[src/inc/i2cx_pkg.sv]
// constants and types shared by the serial port expander
package i2cx_pkg;
  localparam int I2CX_PIN_W = 8;
  // upper six bits of the slave address, strap fills bit zero
  localparam logic [5:0] I2CX_ADDR_HI = 6'h10;
  localparam logic [1:0] I2CX_PTR_LEVEL = 2'h0;
  localparam logic [1:0] I2CX_PTR_OUT = 2'h1;
  localparam logic [1:0] I2CX_PTR_INV = 2'h2;
  localparam logic [1:0] I2CX_PTR_DIR = 2'h3;
  localparam logic [7:0] I2CX_OUT_RST = 8'hff;
  localparam logic [7:0] I2CX_INV_RST = 8'h00;
  // output enable is the inverse of direction, so all zero means inputs
  localparam logic [7:0] I2CX_OE_RST = 8'h00;
  localparam logic [2:0] I2CX_BIT_LAST = 3'h7;
  localparam logic [2:0] I2CX_BIT_ONE = 3'h1;
  localparam logic [2:0] I2CX_BIT_ZERO = 3'h0;
  localparam logic I2CX_LINE_IDLE = 1'b1;
  localparam logic I2CX_SDA_LOW = 1'b0;
  typedef enum logic [3:0] {
    ST_IDLE = 4'h0,
    ST_ADDR = 4'h1,
    ST_ACK_ADDR = 4'h2,
    ST_PTR = 4'h3,
    ST_ACK_PTR = 4'h4,
    ST_WDATA = 4'h5,
    ST_ACK_DATA = 4'h6,
    ST_RDATA = 4'h7,
    ST_RACK = 4'h8
  } i2cx_state_e;
endpackage

[src/inc/i2cx_line_if.sv]
// line events passed from the edge detector to the protocol engine
`timescale 1ns/10ps
`default_nettype none
interface i2cx_line_if;
  logic scl_rise;
  logic scl_fall;
  logic start;
  logic stop;
  logic sda_now;
  modport sense (output scl_rise, output scl_fall, output start,
    output stop, output sda_now);
  modport ctrl (input scl_rise, input scl_fall, input start,
    input stop, input sda_now);
endinterface
`default_nettype wire

[src/hw/i2cx_expander.sv]
// serial bus controlled eight bit port expander, top level
// Functional notes
// - With the strap low the device answers to 7-bit address 0100000.
// - The address bit zero follows the level sampled on the strap pin.
// - A direction bit of one makes its pin an input, zero an output.
// - An output pin drives the level held in its output register bit.
// - A set invert bit flips the reported level of its input pin.
// - After reset every pin is an input until direction is written.
// - A write carries a pointer byte then a data byte after the address.
// - Direction sits at pointer 3; writing 00 makes all pins outputs.
// - Output drive sits at pointer 1 and each write updates the pins.
// - All four registers can be read back by the master.
// - Direction, output and invert are writable; the level register is not.
`timescale 1ns/10ps
`default_nettype none
module i2cx_expander (
  // system
  input wire logic sys_clk,
  input wire logic reset,
  // serial bus, data line is open drain
  input wire logic scl_in,
  input wire logic sda_in,
  output logic sda_out,
  output logic sda_oe,
  // address strap
  input wire logic address_strap_pin,
  // port pins
  input wire logic [i2cx_pkg::I2CX_PIN_W-1:0] expander_pin_in,
  output logic [i2cx_pkg::I2CX_PIN_W-1:0] expander_pin_out,
  output logic [i2cx_pkg::I2CX_PIN_W-1:0] expander_pin_oe
);
  import i2cx_pkg::*;

  i2cx_line_if ln ();

  i2cx_state_e state_r, state_nxt;
  logic [2:0] bit_r, bit_nxt;
  logic [7:0] shift_r, shift_nxt;
  logic [1:0] ptr_r, ptr_nxt;
  logic rw_r, rw_nxt;
  logic got_r, got_nxt;
  logic oe_r, oe_nxt;
  logic sda_out_r, sda_out_nxt;
  logic strap_r, strap_nxt;
  logic wr_en;
  logic [7:0] rd_data;

  // address byte decode: upper six fixed, bit zero from the strap
  function automatic logic addr_hit(input logic [7:0] b, input logic s);
    addr_hit = (b[7:1] == {I2CX_ADDR_HI, s});
  endfunction

  i2cx_line_sense u_sense (
    .sys_clk(sys_clk),
    .reset(reset),
    .scl_in(scl_in),
    .sda_in(sda_in),
    .ln(ln.sense)
  );

  i2cx_regs #(
    .PIN_W(I2CX_PIN_W)
  ) u_regs (
    .sys_clk(sys_clk),
    .reset(reset),
    .wr_en(wr_en),
    .ptr(ptr_r),
    .wr_data(shift_r),
    .rd_data(rd_data),
    .pin_in(expander_pin_in),
    .pin_out(expander_pin_out),
    .pin_oe(expander_pin_oe)
  );

  always_comb begin
    state_nxt = state_r;
    bit_nxt = bit_r;
    shift_nxt = shift_r;
    ptr_nxt = ptr_r;
    rw_nxt = rw_r;
    got_nxt = got_r;
    oe_nxt = oe_r;
    sda_out_nxt = I2CX_SDA_LOW;
    strap_nxt = address_strap_pin;
    wr_en = 1'b0;
    if (ln.stop) begin
      state_nxt = ST_IDLE;
      oe_nxt = 1'b0;
      got_nxt = 1'b0;
    end else if (ln.start) begin
      // a repeated start is taken in any state
      state_nxt = ST_ADDR;
      bit_nxt = I2CX_BIT_ZERO;
      got_nxt = 1'b0;
      oe_nxt = 1'b0;
    end else begin
      unique case (state_r)
        ST_IDLE: begin
          oe_nxt = 1'b0;
        end
        ST_ADDR, ST_PTR, ST_WDATA: begin
          if (ln.scl_rise && !got_r) begin
            shift_nxt = {shift_r[6:0], ln.sda_now};
            bit_nxt = 3'(bit_r + I2CX_BIT_ONE);
            got_nxt = (bit_r == I2CX_BIT_LAST);
          end else if (ln.scl_fall && got_r) begin
            got_nxt = 1'b0;
            if (state_r == ST_ADDR) begin
              if (addr_hit(shift_r, strap_r)) begin
                rw_nxt = shift_r[0];
                oe_nxt = 1'b1;
                state_nxt = ST_ACK_ADDR;
              end else begin
                state_nxt = ST_IDLE;
              end
            end else if (state_r == ST_PTR) begin
              ptr_nxt = shift_r[1:0];
              oe_nxt = 1'b1;
              state_nxt = ST_ACK_PTR;
            end else begin
              wr_en = 1'b1;
              oe_nxt = 1'b1;
              state_nxt = ST_ACK_DATA;
            end
          end
        end
        ST_ACK_ADDR, ST_ACK_PTR, ST_ACK_DATA: begin
          if (ln.scl_fall) begin
            bit_nxt = I2CX_BIT_ZERO;
            if (state_r == ST_ACK_ADDR && rw_r) begin
              shift_nxt = rd_data;
              oe_nxt = !rd_data[7];
              state_nxt = ST_RDATA;
            end else begin
              oe_nxt = 1'b0;
              // further data bytes rewrite the same register
              state_nxt = (state_r == ST_ACK_ADDR) ? ST_PTR : ST_WDATA;
            end
          end
        end
        ST_RDATA: begin
          if (ln.scl_fall) begin
            if (bit_r == I2CX_BIT_LAST) begin
              oe_nxt = 1'b0;
              bit_nxt = I2CX_BIT_ZERO;
              got_nxt = 1'b0;
              state_nxt = ST_RACK;
            end else begin
              shift_nxt = {shift_r[6:0], 1'b0};
              oe_nxt = !shift_r[6];
              bit_nxt = 3'(bit_r + I2CX_BIT_ONE);
            end
          end
        end
        ST_RACK: begin
          if (ln.scl_rise) begin
            got_nxt = !ln.sda_now;
          end else if (ln.scl_fall) begin
            got_nxt = 1'b0;
            if (got_r) begin
              shift_nxt = rd_data;
              oe_nxt = !rd_data[7];
              state_nxt = ST_RDATA;
            end else begin
              state_nxt = ST_IDLE;
            end
          end
        end
        default: begin
          state_nxt = ST_IDLE;
          oe_nxt = 1'b0;
        end
      endcase
    end
  end

  always_ff @(posedge sys_clk or posedge reset) begin
    if (reset) begin
      state_r <= ST_IDLE;
      bit_r <= I2CX_BIT_ZERO;
      shift_r <= '0;
      ptr_r <= I2CX_PTR_LEVEL;
      rw_r <= 1'b0;
      got_r <= 1'b0;
      oe_r <= 1'b0;
      sda_out_r <= I2CX_SDA_LOW;
      strap_r <= 1'b0;
    end else begin
      state_r <= state_nxt;
      bit_r <= bit_nxt;
      shift_r <= shift_nxt;
      ptr_r <= ptr_nxt;
      rw_r <= rw_nxt;
      got_r <= got_nxt;
      oe_r <= oe_nxt;
      sda_out_r <= sda_out_nxt;
      strap_r <= strap_nxt;
    end
  end

  // the data line is only ever pulled low, never driven high
  assign sda_out = sda_out_r;
  assign sda_oe = oe_r;

  AST_ADDR_ACK: assert property (
    @(posedge sys_clk) disable iff (reset)
    state_r == ST_ADDR && got_r && ln.scl_fall && !ln.start && !ln.stop
      && addr_hit(shift_r, strap_r)
      |=> sda_oe && state_r == ST_ACK_ADDR)
    else $error("own address not acknowledged");

  AST_ADDR_NAK: assert property (
    @(posedge sys_clk) disable iff (reset)
    state_r == ST_ADDR && got_r && ln.scl_fall && !ln.start && !ln.stop
      && shift_r[7:1] != {I2CX_ADDR_HI, strap_r}
      |=> !sda_oe && state_r == ST_IDLE)
    else $error("foreign address acknowledged");

  AST_WRITE_AFTER_PTR: assert property (
    @(posedge sys_clk) disable iff (reset)
    wr_en |-> state_r == ST_WDATA ##1 state_r == ST_ACK_DATA && sda_oe)
    else $error("register write outside the data byte");

  AST_STOP_RELEASE: assert property (
    @(posedge sys_clk) disable iff (reset)
    ln.stop |=> !sda_oe && state_r == ST_IDLE)
    else $error("stop did not release the bus");

  AST_READ_FIRST_BIT: assert property (
    @(posedge sys_clk) disable iff (reset)
    state_r == ST_ACK_ADDR && rw_r && ln.scl_fall && !ln.start && !ln.stop
      |=> state_r == ST_RDATA && sda_oe == !$past(rd_data[7]))
    else $error("read byte not started with register msb");

  AST_STRAP_FOLLOW: assert property (
    @(posedge sys_clk) disable iff (reset)
    !$past(reset) |-> strap_r == $past(address_strap_pin))
    else $error("strap sample lost");

  AST_PTR_ACK: assert property (
    @(posedge sys_clk) disable iff (reset)
    state_r == ST_PTR && got_r && ln.scl_fall
      |=> sda_oe && state_r == ST_ACK_PTR && ptr_r == $past(shift_r[1:0]))
    else $error("pointer byte not taken or not acknowledged");

  AST_DATA_ACK: assert property (
    @(posedge sys_clk) disable iff (reset)
    state_r == ST_WDATA && got_r && ln.scl_fall
      |-> wr_en ##1 sda_oe && state_r == ST_ACK_DATA)
    else $error("data byte not written or not acknowledged");

  // a write acknowledge lets go of the line at the next clock fall so the
  // master can drive the following byte
  AST_ACK_RELEASE: assert property (
    @(posedge sys_clk) disable iff (reset)
    (state_r == ST_ACK_PTR || state_r == ST_ACK_DATA
      || (state_r == ST_ACK_ADDR && !rw_r)) && ln.scl_fall
      |=> !sda_oe)
    else $error("write acknowledge held past the clock fall");

  AST_START_RESTARTS: assert property (
    @(posedge sys_clk) disable iff (reset)
    ln.start |=> state_r == ST_ADDR && bit_r == I2CX_BIT_ZERO && !sda_oe)
    else $error("start did not restart address reception");

  AST_IDLE_QUIET: assert property (
    @(posedge sys_clk) disable iff (reset)
    state_r == ST_IDLE |-> !sda_oe)
    else $error("data line pulled while not addressed");

  AST_OUT_PINS: assert property (
    @(posedge sys_clk) disable iff (reset)
    state_r == ST_WDATA && got_r && ln.scl_fall && ptr_r == I2CX_PTR_OUT
      |=> expander_pin_out == $past(shift_r))
    else $error("output byte did not reach the port pins");

  AST_DIR_PINS: assert property (
    @(posedge sys_clk) disable iff (reset)
    state_r == ST_WDATA && got_r && ln.scl_fall && ptr_r == I2CX_PTR_DIR
      |=> expander_pin_oe == ~$past(shift_r))
    else $error("direction byte did not reach the pin enables");

  AST_READ_SHIFT: assert property (
    @(posedge sys_clk) disable iff (reset)
    state_r == ST_RDATA && ln.scl_fall && bit_r != I2CX_BIT_LAST
      |=> state_r == ST_RDATA && sda_oe == !$past(shift_r[6]))
    else $error("read bit not shifted out at the clock fall");

  AST_READ_LAST_RELEASE: assert property (
    @(posedge sys_clk) disable iff (reset)
    state_r == ST_RDATA && ln.scl_fall && bit_r == I2CX_BIT_LAST
      |=> state_r == ST_RACK && !sda_oe)
    else $error("line not released for the master acknowledge");

  // a missing acknowledge ends a read; a stop or a start also ends it in any state
  AST_READ_NAK_ENDS: assert property (
    @(posedge sys_clk) disable iff (reset)
    state_r == ST_RACK && ln.scl_fall && !got_r
      |=> state_r == ST_IDLE && !sda_oe)
    else $error("read went on after the master refused");

  AST_READ_ACK_MORE: assert property (
    @(posedge sys_clk) disable iff (reset)
    state_r == ST_RACK && ln.scl_fall && got_r
      |=> state_r == ST_RDATA && sda_oe == !$past(rd_data[7]))
    else $error("acknowledged read did not resend the register");
endmodule
`default_nettype wire

[src/hw/i2cx_line_sense.sv]
// clock edge and start/stop detection on the serial bus lines
`timescale 1ns/10ps
`default_nettype none
module i2cx_line_sense (
  // system
  input wire logic sys_clk,
  input wire logic reset,
  // bus lines
  input wire logic scl_in,
  input wire logic sda_in,
  // events
  i2cx_line_if.sense ln
);
  import i2cx_pkg::*;

  logic scl_r, scl_nxt, sda_r, sda_nxt;

  always_comb begin
    scl_nxt = scl_in;
    sda_nxt = sda_in;
    ln.scl_rise = scl_in && !scl_r;
    ln.scl_fall = !scl_in && scl_r;
    // data moving while the clock stays high marks frame boundaries
    ln.start = scl_in && scl_r && sda_r && !sda_in;
    ln.stop = scl_in && scl_r && !sda_r && sda_in;
    ln.sda_now = sda_in;
  end

  always_ff @(posedge sys_clk or posedge reset) begin
    if (reset) begin
      scl_r <= I2CX_LINE_IDLE;
      sda_r <= I2CX_LINE_IDLE;
    end else begin
      scl_r <= scl_nxt;
      sda_r <= sda_nxt;
    end
  end
endmodule
`default_nettype wire

[src/hw/i2cx_regs.sv]
// register file and pin drivers of the port expander
`timescale 1ns/10ps
`default_nettype none
module i2cx_regs #(
  parameter int PIN_W = i2cx_pkg::I2CX_PIN_W
) (
  // system
  input wire logic sys_clk,
  input wire logic reset,
  // access port
  input wire logic wr_en,
  input wire logic [1:0] ptr,
  input wire logic [PIN_W-1:0] wr_data,
  output logic [PIN_W-1:0] rd_data,
  // pins
  input wire logic [PIN_W-1:0] pin_in,
  output logic [PIN_W-1:0] pin_out,
  output logic [PIN_W-1:0] pin_oe
);
  import i2cx_pkg::*;

  logic [PIN_W-1:0] out_r, out_nxt, inv_r, inv_nxt;
  logic [PIN_W-1:0] oe_r, oe_nxt, lvl_r, lvl_nxt;

  always_comb begin
    out_nxt = out_r;
    inv_nxt = inv_r;
    oe_nxt = oe_r;
    lvl_nxt = pin_in ^ inv_r;
    if (wr_en) begin
      unique case (ptr)
        I2CX_PTR_OUT: out_nxt = wr_data;
        I2CX_PTR_INV: inv_nxt = wr_data;
        I2CX_PTR_DIR: oe_nxt = ~wr_data;
        default: begin
          // level register ignores writes
        end
      endcase
    end
    unique case (ptr)
      I2CX_PTR_LEVEL: rd_data = lvl_r;
      I2CX_PTR_OUT: rd_data = out_r;
      I2CX_PTR_INV: rd_data = inv_r;
      default: rd_data = ~oe_r;
    endcase
  end

  always_ff @(posedge sys_clk or posedge reset) begin
    if (reset) begin
      out_r <= I2CX_OUT_RST;
      inv_r <= I2CX_INV_RST;
      oe_r <= I2CX_OE_RST;
      lvl_r <= '0;
    end else begin
      out_r <= out_nxt;
      inv_r <= inv_nxt;
      oe_r <= oe_nxt;
      lvl_r <= lvl_nxt;
    end
  end

  assign pin_out = out_r;
  assign pin_oe = oe_r;

  AST_PINS_INPUT_AFTER_RESET: assert property (
    @(posedge sys_clk) disable iff (reset)
    $past(reset) |-> pin_oe == '0)
    else $error("pins not all inputs after reset");

  AST_DIR_WRITE: assert property (
    @(posedge sys_clk) disable iff (reset)
    wr_en && ptr == I2CX_PTR_DIR |=> pin_oe == ~$past(wr_data))
    else $error("direction write did not set pin enables");

  AST_OUT_WRITE: assert property (
    @(posedge sys_clk) disable iff (reset)
    wr_en && ptr == I2CX_PTR_OUT |=> pin_out == $past(wr_data))
    else $error("output write did not reach the pins");

  AST_LEVEL_NOT_WRITTEN: assert property (
    @(posedge sys_clk) disable iff (reset)
    wr_en && ptr == I2CX_PTR_LEVEL |=>
      $stable(pin_out) && $stable(pin_oe))
    else $error("level register write changed the pins");

  AST_LEVEL_INVERT: assert property (
    @(posedge sys_clk) disable iff (reset)
    ptr == I2CX_PTR_LEVEL && !$past(reset) |->
      rd_data == ($past(pin_in) ^ $past(inv_r)))
    else $error("level read does not match pins and invert mask");
endmodule
`default_nettype wire

[config.mk]
export PLATFORM = sky130hd
export DESIGN_NAME = i2cx_expander
export DESIGN_NICKNAME = d
export VERILOG_FILES = /design/src/inc/i2cx_pkg.sv /design/src/inc/i2cx_line_if.sv /design/src/hw/i2cx_expander.sv /design/src/hw/i2cx_line_sense.sv /design/src/hw/i2cx_regs.sv
export SDC_FILE = /design/constraint.sdc
export NUM_CORES = 1
export LEC_CHECK = 0
export BUFFER_PORTS_ARGS = -buffer_cell sky130_fd_sc_hd__clkbuf_2
export CAP_MARGIN = 30
export CELL_PAD_IN_SITES_DETAIL_PLACEMENT = 2
export CELL_PAD_IN_SITES_GLOBAL_PLACEMENT = 2
export CORE_ASPECT_RATIO = 0.5
export CORE_MARGIN = 1
export CORE_UTILIZATION = 39
export CTS_BUF_LIST = sky130_fd_sc_hd__clkbuf_16
export DETAILED_ROUTE_END_ITERATION = 12
export GPL_ROUTABILITY_DRIVEN = 0
export PLACE_DENSITY = 0.78
export SLEW_MARGIN = 20
export SYNTH_ARGS = -nofsm -noshare
export SYNTH_HDL_FRONTEND = slang
export SYNTH_SLANG_ARGS = --single-unit
[constraint.sdc]
create_clock -name sys_clk -period 2.9 [get_ports sys_clk]
set_input_delay 0.58 -clock sys_clk [delete_from_list [all_inputs] [get_ports sys_clk]]
set_output_delay 0.58 -clock sys_clk [all_outputs]
set_load 0.05 [all_outputs]
**Word level (Yosys, flattened, before mapping)**

Cells that the tools add are included.
W data, S select, Z words.

- Output and inout bits: 18
- Input bits: 13
- Flip-flop bits (word level): 55
- Logic and storage cells: 154

- Add/subtract/negate cells: 1
- Multiplexer cells: 62
- Bitwise operators: 7
- Reduce and logical (&&, ||, !) cells: 34
- Equality and inequality tests: 36

Operator list:

| operator | number |
|---|---|
| $mux W8 | 8 |
| $mux W4 | 10 |
| $ne A4 B4 Y1 const B | 8 |
| $pmux W8 S4 | 1 |
| $mux W1 | 28 |
| $mux W3 | 8 |
| $pmux W8 S3 | 1 |
| $pmux W4 S5 | 1 |
| $eq A4 B3 Y1 const B | 4 |
| $ne A2 B2 Y1 const B | 8 |
| $not A8 Y8 | 2 |
| $reduce_and A8 Y1 | 2 |
| $ne A5 B5 Y1 const B | 3 |
| $reduce_and A7 Y1 | 2 |
| $ne A3 B3 Y1 const B | 4 |
| $reduce_and A11 Y1 | 1 |
| $logic_and A1 B1 Y1 | 10 |
| $reduce_and A5 Y1 | 2 |
| $pmux W3 S3 | 1 |
| $eq A4 B2 Y1 const B | 2 |
| $reduce_bool A4 Y1 | 2 |
| $xor A8 B8 Y8 | 1 |
| $eq A7 B6 Y1 | 1 |
| $logic_not A1 Y1 | 7 |
| 15 further kinds | 23 |

**Depth between registers and ports, before layout**

Gate-level depths: netlist of the first run.

- Depth in word-level cells: 9
- Mapped depth: 8
- Gate-level depth less buffers: 7

**Modules after synthesis**

From an unflattened synthesis of the first run, not the netlist that was laid out.

- Cell total of the unflattened synthesis: 257
- Area total of the unflattened synthesis: 3196.8 um^2

By module, submodules not included:

| module | sequential area each (um^2) | area each (um^2) | instances | cells an instance |
|---|---|---|---|---|
| i2cx_expander | 525.5 | 1639.1 | 1 | 161 |
| i2cx_regs | 810.8 | 1461.4 | 1 | 88 |
| i2cx_line_sense | 52.6 | 96.3 | 1 | 8 |

**Worst setup path after synthesis of the first run**

Ideal clock, no wire load.

- Path type: in2reg
- Start point: in scl_in
- End point: reg shift_r[1]
- Arrival: 1999 ps
- Setup time: 125 ps
- Path slack: 776 ps
- Stages on the path: 8
- Path buffers: 1
- Data required time: 2775 ps
- Cell sequence: inv_1 > ha_1 > buf_2 > nor2b_1 > nand4_1 > o21a_1 > nor3_4 > mux2_2

- Cells in the longest elaborated chain, start to end: 5
- Elaborated cells between the ends (all ways): 17
- Classes of those cells: eq/ne: 5; bitwise: 2; reduce/logical: 10

RTL lines:

| what | line | text |
|---|---|---|
| start, declared | i2cx_expander.sv:21 | `input wire logic scl_in,` |
| branches (longest 4 deep; another with $ne A2 B2 Y1) | -- |  |
| $reduce_and A11 Y1 (no line) * | -- |  |
| end signal, assigned | i2cx_expander.sv:191 | `shift_r <= shift_nxt;` |
| end, declared | i2cx_expander.sv:38 | `logic [7:0] shift_r, shift_nxt;` |

Mark *: on every way between the ends.
A chain may end at the register's enable or synchronous reset.

**Final worst setup path of the first run**

- Start point: reg u_sense.scl_r
- End point: reg shift_r[7]

- Cells in the longest elaborated chain, start to end: 5
- Elaborated cells between the ends (all ways): 17
- Classes of those cells: eq/ne: 5; bitwise: 2; reduce/logical: 10

RTL lines:

| what | line | text |
|---|---|---|
| start, declared | i2cx_line_sense.sv:16 | `logic scl_r, scl_nxt, sda_r, sda_nxt;` |
| start signal, assigned | i2cx_line_sense.sv:34 | `scl_r <= scl_nxt;` |
| $logic_not A1 Y1 or $logic_and A1 B1 Y1 (tied branches) | i2cx_line_sense.sv:21, i2cx_line_sense.sv:24, i2cx_line_sense.sv:25 |  |
| $logic_and A1 B1 Y1 (on tied branches) | i2cx_line_sense.sv:21, i2cx_line_sense.sv:24, i2cx_line_sense.sv:25 |  |
| $logic_and A1 B1 Y1 (on tied branches) | i2cx_expander.sv:102, i2cx_line_sense.sv:24, i2cx_line_sense.sv:25 |  |
| $ne A2 B2 Y1 (no line) or $not A1 Y1 (tied branches) | -- |  |
| $reduce_and A11 Y1 (no line) * | -- |  |

Mark *: on every way between the ends. The rest lies on a longest branch, timed or not.

==> out/metrics.yaml, run 1 <==
hold_class: "input pin to async pin"
final_cells: 416
slowest_delay_ns: 0.55
relSlewSlack: 0.553
outcome: "complete, no violations"
clk_latency_ns: 0.31
synth-edff-count: 0
worstPathMaxFanout: 11
grt_pass1_vias: 2621
p_switching_mw: 0.660
grt_overflow: 0
die_y_um: 65.6
port_buffers: 29
cts_num_sinks: 55
drtIter0Drc: 77
start_kind: "register"
ir_worst_vdd_v: 0.000216
rows: 22
grt_max_degree: 21
period_share: 0.895
antenna_found_initial: 0
yosys.area.top_type_share: 0.357
period_minus_slack_ns: 2.60
cts_hold_buf: 0
rsz0062_at_grt: "false"
placed_cells: 408
crit_type: "register to register"
yosysUniqueCellTypes: 54
grt_usage: 0.239
drc: 0
leakagePower_nw: 1.55
fin_skew_ns: 0.00866
finalMaxSlewViolations: 0
ios: 31
total_power_mw: 2.13
max-cap-violations: 0
viasPerCell: 5.51
dr.pass1.iters: 4
netlist_area_sq_mm: 0.00316
p_int_mw: 1.47
wl_um: 8820
end_kind: "register"
setup_viol: 0
cts_buffers: 5
crit_family: "simple AND/OR/NAND/NOR gates"
max_freq_ghz: 0.385
yosysTopAreaCell: "dfrtp_1"
path_cells: "ha_1, nor2b_1, nand4_1, o21a_1, nor3_4, mux2_2"
hpwl_um: 6120
worst-path-buf-inv: 0
cts_tree: "done"
diodes: 0
tns_ns: 0
slowest_stage: "dfstp_2"
drt-wirelength-per-cell_um: 21.2
worstMarginPinSlew_ns: 0.670
yosysWarnings: 0
nets: 325
clkPwrFrac: 0.347
areaGrowthSynthToFinish_pct: 13.1
postSynthAreaPerCell_sq_um: 11.3
p_sw_frac: 0.310
power_density_mw_per_mm2: 596
arrival_ns: 2.79
synth-seq-cells: 55
die_x_um: 129
antenna_left: 0
synthCells: 279
fp.dieArea_sq_mm: 0.00848
core_sq_mm: 0.00757
clockRootBuffer: "clkbuf_16"
clock_path_buffers: 2
grt_pass1_wl_um: 14800
synth_nets: 297
vias: 2292
final_hold_viol_count: 0
clk_transition_reported_paths_ns: 0.08
start_util: 0.417
post-cts-setup-buffer-count: 0
async_flop_share: 1.00
final_util: 0.472
p_seq_frac: 0.455
cts_resized: 0
required_ns: 3.09
final_layout_size_suffix_gt1_frac: 0.377
ys_seq_area_frac: 0.440
pwr-share-comb: 0.198
cts-htree-levels: 2
ys.flop_type: "dfrtp_1"
yosys-top-cells-area: "dfrtp_1 36%, mux2_2 13%, dfstp_2 8.3%"
-- cell type report --
class / instances / area, sq um
sequential: 55 / 1390
fill: 792 / 4000
clock buffer: 5 / 125
inverter: 17 / 63.8
tap: 108 / 135
clock inverter: 3 / 50.0
timing repair buffer: 37 / 205
multi-input combinational: 191 / 1600
-- cell usage in the layout (no fill, tap or decap), types with 3 or more instances in the layout --
cell,n
dfrtp_1,45
xor2_1,10
mux2_2,37
clkbuf_2,29
nor2b_1,5
clkbuf_16,5
a21oi_1,9
buf_4,8
nor2_1,4
nor3_1,5
inv_1,16
or4_1,3
a21o_1,3
nand2b_1,6
ha_1,5
o21a_1,3
nand2_1,29
mux4_2,8
o21ai_0,17
nand3_1,6
dfstp_2,10
-- power groups by stage --
| stage | sequential, mW | combinational (mW) | clock, mW |
|---|---|---|---|
| 2_1_floorplan | 0.921 | 0.340 | 0 |
| 3_3_place_gp | 0.975 | 0.391 | 0 |
| 3_5_place_dp | 0.983 | 0.415 | 0 |
| 4_1_cts | 0.969 | 0.428 | 0.751 |
| 5_1_grt | 0.985 | 0.470 | 0.778 |
| 6_report | 0.969 | 0.422 | 0.739 |
-- through the flow --
| stage | setup slack (ns) | instance area (sq um) | hold slack, ns |
|---|---|---|---|
| after floorplan | 0.776 | 3160 | 0.452 |
| after global placement | 0.317 | 3400 | 0.463 |
| after detailed placement | 0.219 | 3400 | 0.482 |
| after CTS | 0.302 | 3570 | 0.279 |
| after global routing | 0.175 | 3570 | 0.299 |
| final | 0.304 | 3570 | 0.268 |
-- worst paths after layout --
check	cells past startpoint	slack [ns]	end	start
worst max-delay path	6	0.30	shift_r[7]	u_sense.scl_r
worst min-delay path	2	0.27	state_r[3]	reset
worst max register to register	6	0.30	shift_r[7]	u_sense.scl_r
worst min register to register	1	0.49	u_regs.lvl_r[6]	u_regs.inv_r[6]
max in group asynchronous	3	1.94	u_regs.pin_out[1]	reset
min in group sys_clk	1	0.38	strap_r	address_strap_pin
-- layer usage --
layer | part of all wire | GRT usage | vias up
li1 | - | - | 1054
met1 | 0.46 | 0.297 | 1189
met2 | 0.50 | 0.428 | 33
met3 | 0.020 | 0.0391 | 16
met4 | 0.019 | 0.0735 | 0
met5 | 0 | 0 | -
-- state kept, by name (all words and copies together) (netlist names) --
signal and flops:
u_regs.lvl_r 8, got_r 1, rw_r 1, u_sense.scl_r 1
sda_oe 1, shift_r 8, u_regs.inv_r 8, u_sense.sda_r 1
u_regs.pin_out 8, strap_r 1, ptr_r 2, u_regs.pin_oe 8
bit_r 3, state_r 4
-- logic make-up after synthesis --
group                      synth area share
other                               0.00119
adders and majority gates            0.0198
and+or+nand+nor                       0.147
buffers and inverters                0.0523
AOI/OAI and AO/OA                     0.118
xor gates and xnor gates             0.0305
DFF                                   0.440
muxes                                 0.192
-- worst register-to-register path, stage by stage, from the launching register on --
cell,delay [ns]
dfstp_2,0.55
ha_1,0.46
nor2b_1,0.29
nand4_1,0.15
o21a_1,0.18
nor3_4,0.44
mux2_2,0.41
-- synth_stat cells (4+ instances only) --
master	number
nand3_1	6
nor3_1	5
dfstp_2	10
nand2_1	29
mux2_2	37
inv_1	17
o21ai_0	17
dfrtp_1	45
nor2_1	4
mux4_2	8
ha_1	5
xor2_1	10
buf_2	9
buf_4	4
a21oi_1	9
nand2b_1	6
nor2b_1	5
No activity file was read; power rests on OpenSTA's default activity.
==> inputs of run 2 (changes only) <==
Settings changed: BUFFER_PORTS_ARGS -buffer_cell sky130_fd_sc_hd__clkbuf_2 to -buffer_cell sky130_fd_sc_hd__buf_2.
==> run 2 against run 1 <==
Effect of this change:
- fmax rose by 4.7%
- critical path depth stayed put
- sequential power fell by 0.4%
- first-iteration DRC count shrank 26%
- combinational power is 2% higher
- cell count grew 0.24%
- critical endpoint is now shift_r[4]
==> out/metrics.yaml, run 2 (same netlist as run 1, synthesis figures left out) <==
crit_family: "simple AND/OR/NAND/NOR gates"  # unchanged
relSlewSlack: 0.562  # was 0.553
max-cap-violations: 0  # unchanged
worstPathMaxFanout: 11  # unchanged
dr.pass1.iters: 4  # unchanged
total_power_mw: 2.02  # was 2.13 mW
hpwl_um: 5990  # was 6120 um
period_share: 0.856  # was 0.895
diodes: 0  # unchanged
cts-htree-levels: 2  # unchanged
areaGrowthSynthToFinish_pct: 12.4  # was 13.1%
setup_slack_ns: 0.419  # was 0.304 ns
path_cells: "ha_1, nor2b_1, nand4_1, o21a_1, nor3_4, mux2_2"  # unchanged
slowest_stage: "dfstp_2"  # unchanged
nFillCells: 797  # was 792
ios: 31  # unchanged
core_sq_mm: 0.00757  # unchanged
cts_hold_buf: 0  # unchanged
placed_area_sq_mm: 0.00340  # about the same
start_util: 0.417  # unchanged
slowest_delay_ns: 0.56  # was 0.55 ns
fin_area_sq_mm: 0.00355  # was 0.00357 sq mm
end_kind: "register"  # unchanged
power_density_mw_per_mm2: 568  # was 596 mW/mm^2
mostFrequentLayoutCells: "45 x dfrtp_1, 37 x mux2_2, 29 x nand2_1, 29 x buf_2"  # was 45 x dfrtp_1, 37 x mux2_2, 29 x nand2_1, 29 x clkbuf_2, 17 x o21ai_0
start_kind: "register"  # unchanged
outcome: "complete, no violations"  # unchanged
final_util: 0.469  # was 0.472
drc: 0  # unchanged
final_hold_viol_count: 0  # unchanged
viasPerCell: 5.43  # was 5.51
grt_overflow: 0  # unchanged
period_minus_slack_ns: 2.48  # was 2.60 ns
ir_worst_vdd_v: 0.000289  # was 0.000216 V
nets: 326  # was 325
regArea_sq_mm: 0.00139  # unchanged
clockRootBuffer: "clkbuf_16"  # unchanged
wl_um: 8420  # was 8820 um
final_cells: 417  # was 416
setup_viol: 0  # unchanged
crit_type: "register to register"  # unchanged
grt_max_degree: 31  # was 21
fin_skew_ns: 0.00626  # was 0.00866 ns
hold_class: "input pin to async pin"  # unchanged
rows: 22  # unchanged
finalMaxSlewViolations: 0  # unchanged
grt_pass1_wl_um: 14200  # was 14800 um
multi_input_area_sq_mm: 0.00160  # unchanged
die_x_um: 129  # unchanged
max_freq_ghz: 0.403  # was 0.385 GHz
grt_usage: 0.228  # was 0.239
clk_transition_reported_paths_ns: 0.08  # about the same
required_ns: 3.09  # about the same
cts_resized: 0  # unchanged
cts_buffers: 5  # unchanged
grt_pass1_vias: 2549  # was 2621
drt-wirelength-per-cell_um: 20.2  # was 21.2 um
antenna_found_initial: 0  # unchanged
placed_cells: 409  # was 408
worstMarginPinSlew_ns: 0.657  # was 0.670 ns
rsz0062_at_grt: "false"  # unchanged
preCtsSetupSlack_ns: 0.192  # was 0.219 ns
die_y_um: 65.6  # unchanged
vias: 2266  # was 2292
tns_ns: 0  # unchanged
final_common_cell: "dfrtp_1"  # unchanged
cts_tree: "done"  # unchanged
antenna_left: 0  # unchanged
clock_path_buffers: 2  # unchanged
clk_latency_ns: 0.30  # was 0.31 ns
port_buffers: 29  # unchanged
cts_num_sinks: 55  # unchanged
hold-worst-slack_ns: 0.370  # was 0.268 ns
leakagePower_nw: 1.56  # was 1.55 nW
fp.dieArea_sq_mm: 0.00848  # unchanged
worst-path-buf-inv: 0  # unchanged
final_layout_size_suffix_gt1_frac: 0.375  # was 0.377
arrival_ns: 2.67  # was 2.79 ns
drtIter0Drc: 57  # was 77
post-cts-setup-buffer-count: 0  # unchanged
run 2: changes by cell type in the layout (fill, tap and decap cells not counted), sizes merged:
cell,before,now
bufinv,1,0
clkbuf,34,5
buf,8,38
clkinv,0,1
run 2: layout make-up:
type,count,area share
repair buffers,38,0.0599
well taps,108,0.0381
flip-flops and latches,55,0.391
clock inverters,3,0.00599
multi-input cells,191,0.452
inverters,17,0.0180
clock buffers,5,0.0352
run 2: worst reg2reg max path, stage by stage, from the launching register on:
cell and delay (ns):
dfstp_2 0.56, ha_1 0.42, nor2b_1 0.24, nand4_1 0.12
o21a_1 0.17, nor3_4 0.45, mux2_2 0.41
run 2: routing by layer:
layer  GRT usage  wire [um]  vias to the layer above  share of wire
met4      0.0559         87                        0          0.010
met5           0          0                        -              0
met2       0.392       4210                       28           0.50
met3      0.0407        197                       11          0.023
met1       0.299       3930                     1185           0.47
li1            -          -                     1042              -
run 2: path summary, 6_finish.rpt:
check / cells past startpoint / slack [ns] / start / to
worst max-delay path: 6 / 0.42 / u_sense.scl_r / shift_r[4]
worst min-delay path: 2 / 0.37 / reset / u_regs.inv_r[0]
worst max register to register: 6 / 0.42 / u_sense.scl_r / shift_r[4]
worst min register to register: 1 / 0.48 / u_regs.inv_r[6] / u_regs.lvl_r[6]
max in group asynchronous: 3 / 1.80 / reset / u_regs.pin_out[3]
min in group sys_clk: 1 / 0.40 / address_strap_pin / strap_r
run 2: power by group:
| group | internal (mW) | total, mW | switching, mW |
|---|---|---|---|
| Clock | 0.323 | 0.622 | 0.299 |
| Sequential | 0.844 | 0.965 | 0.121 |
| Combinational | 0.211 | 0.431 | 0.220 |
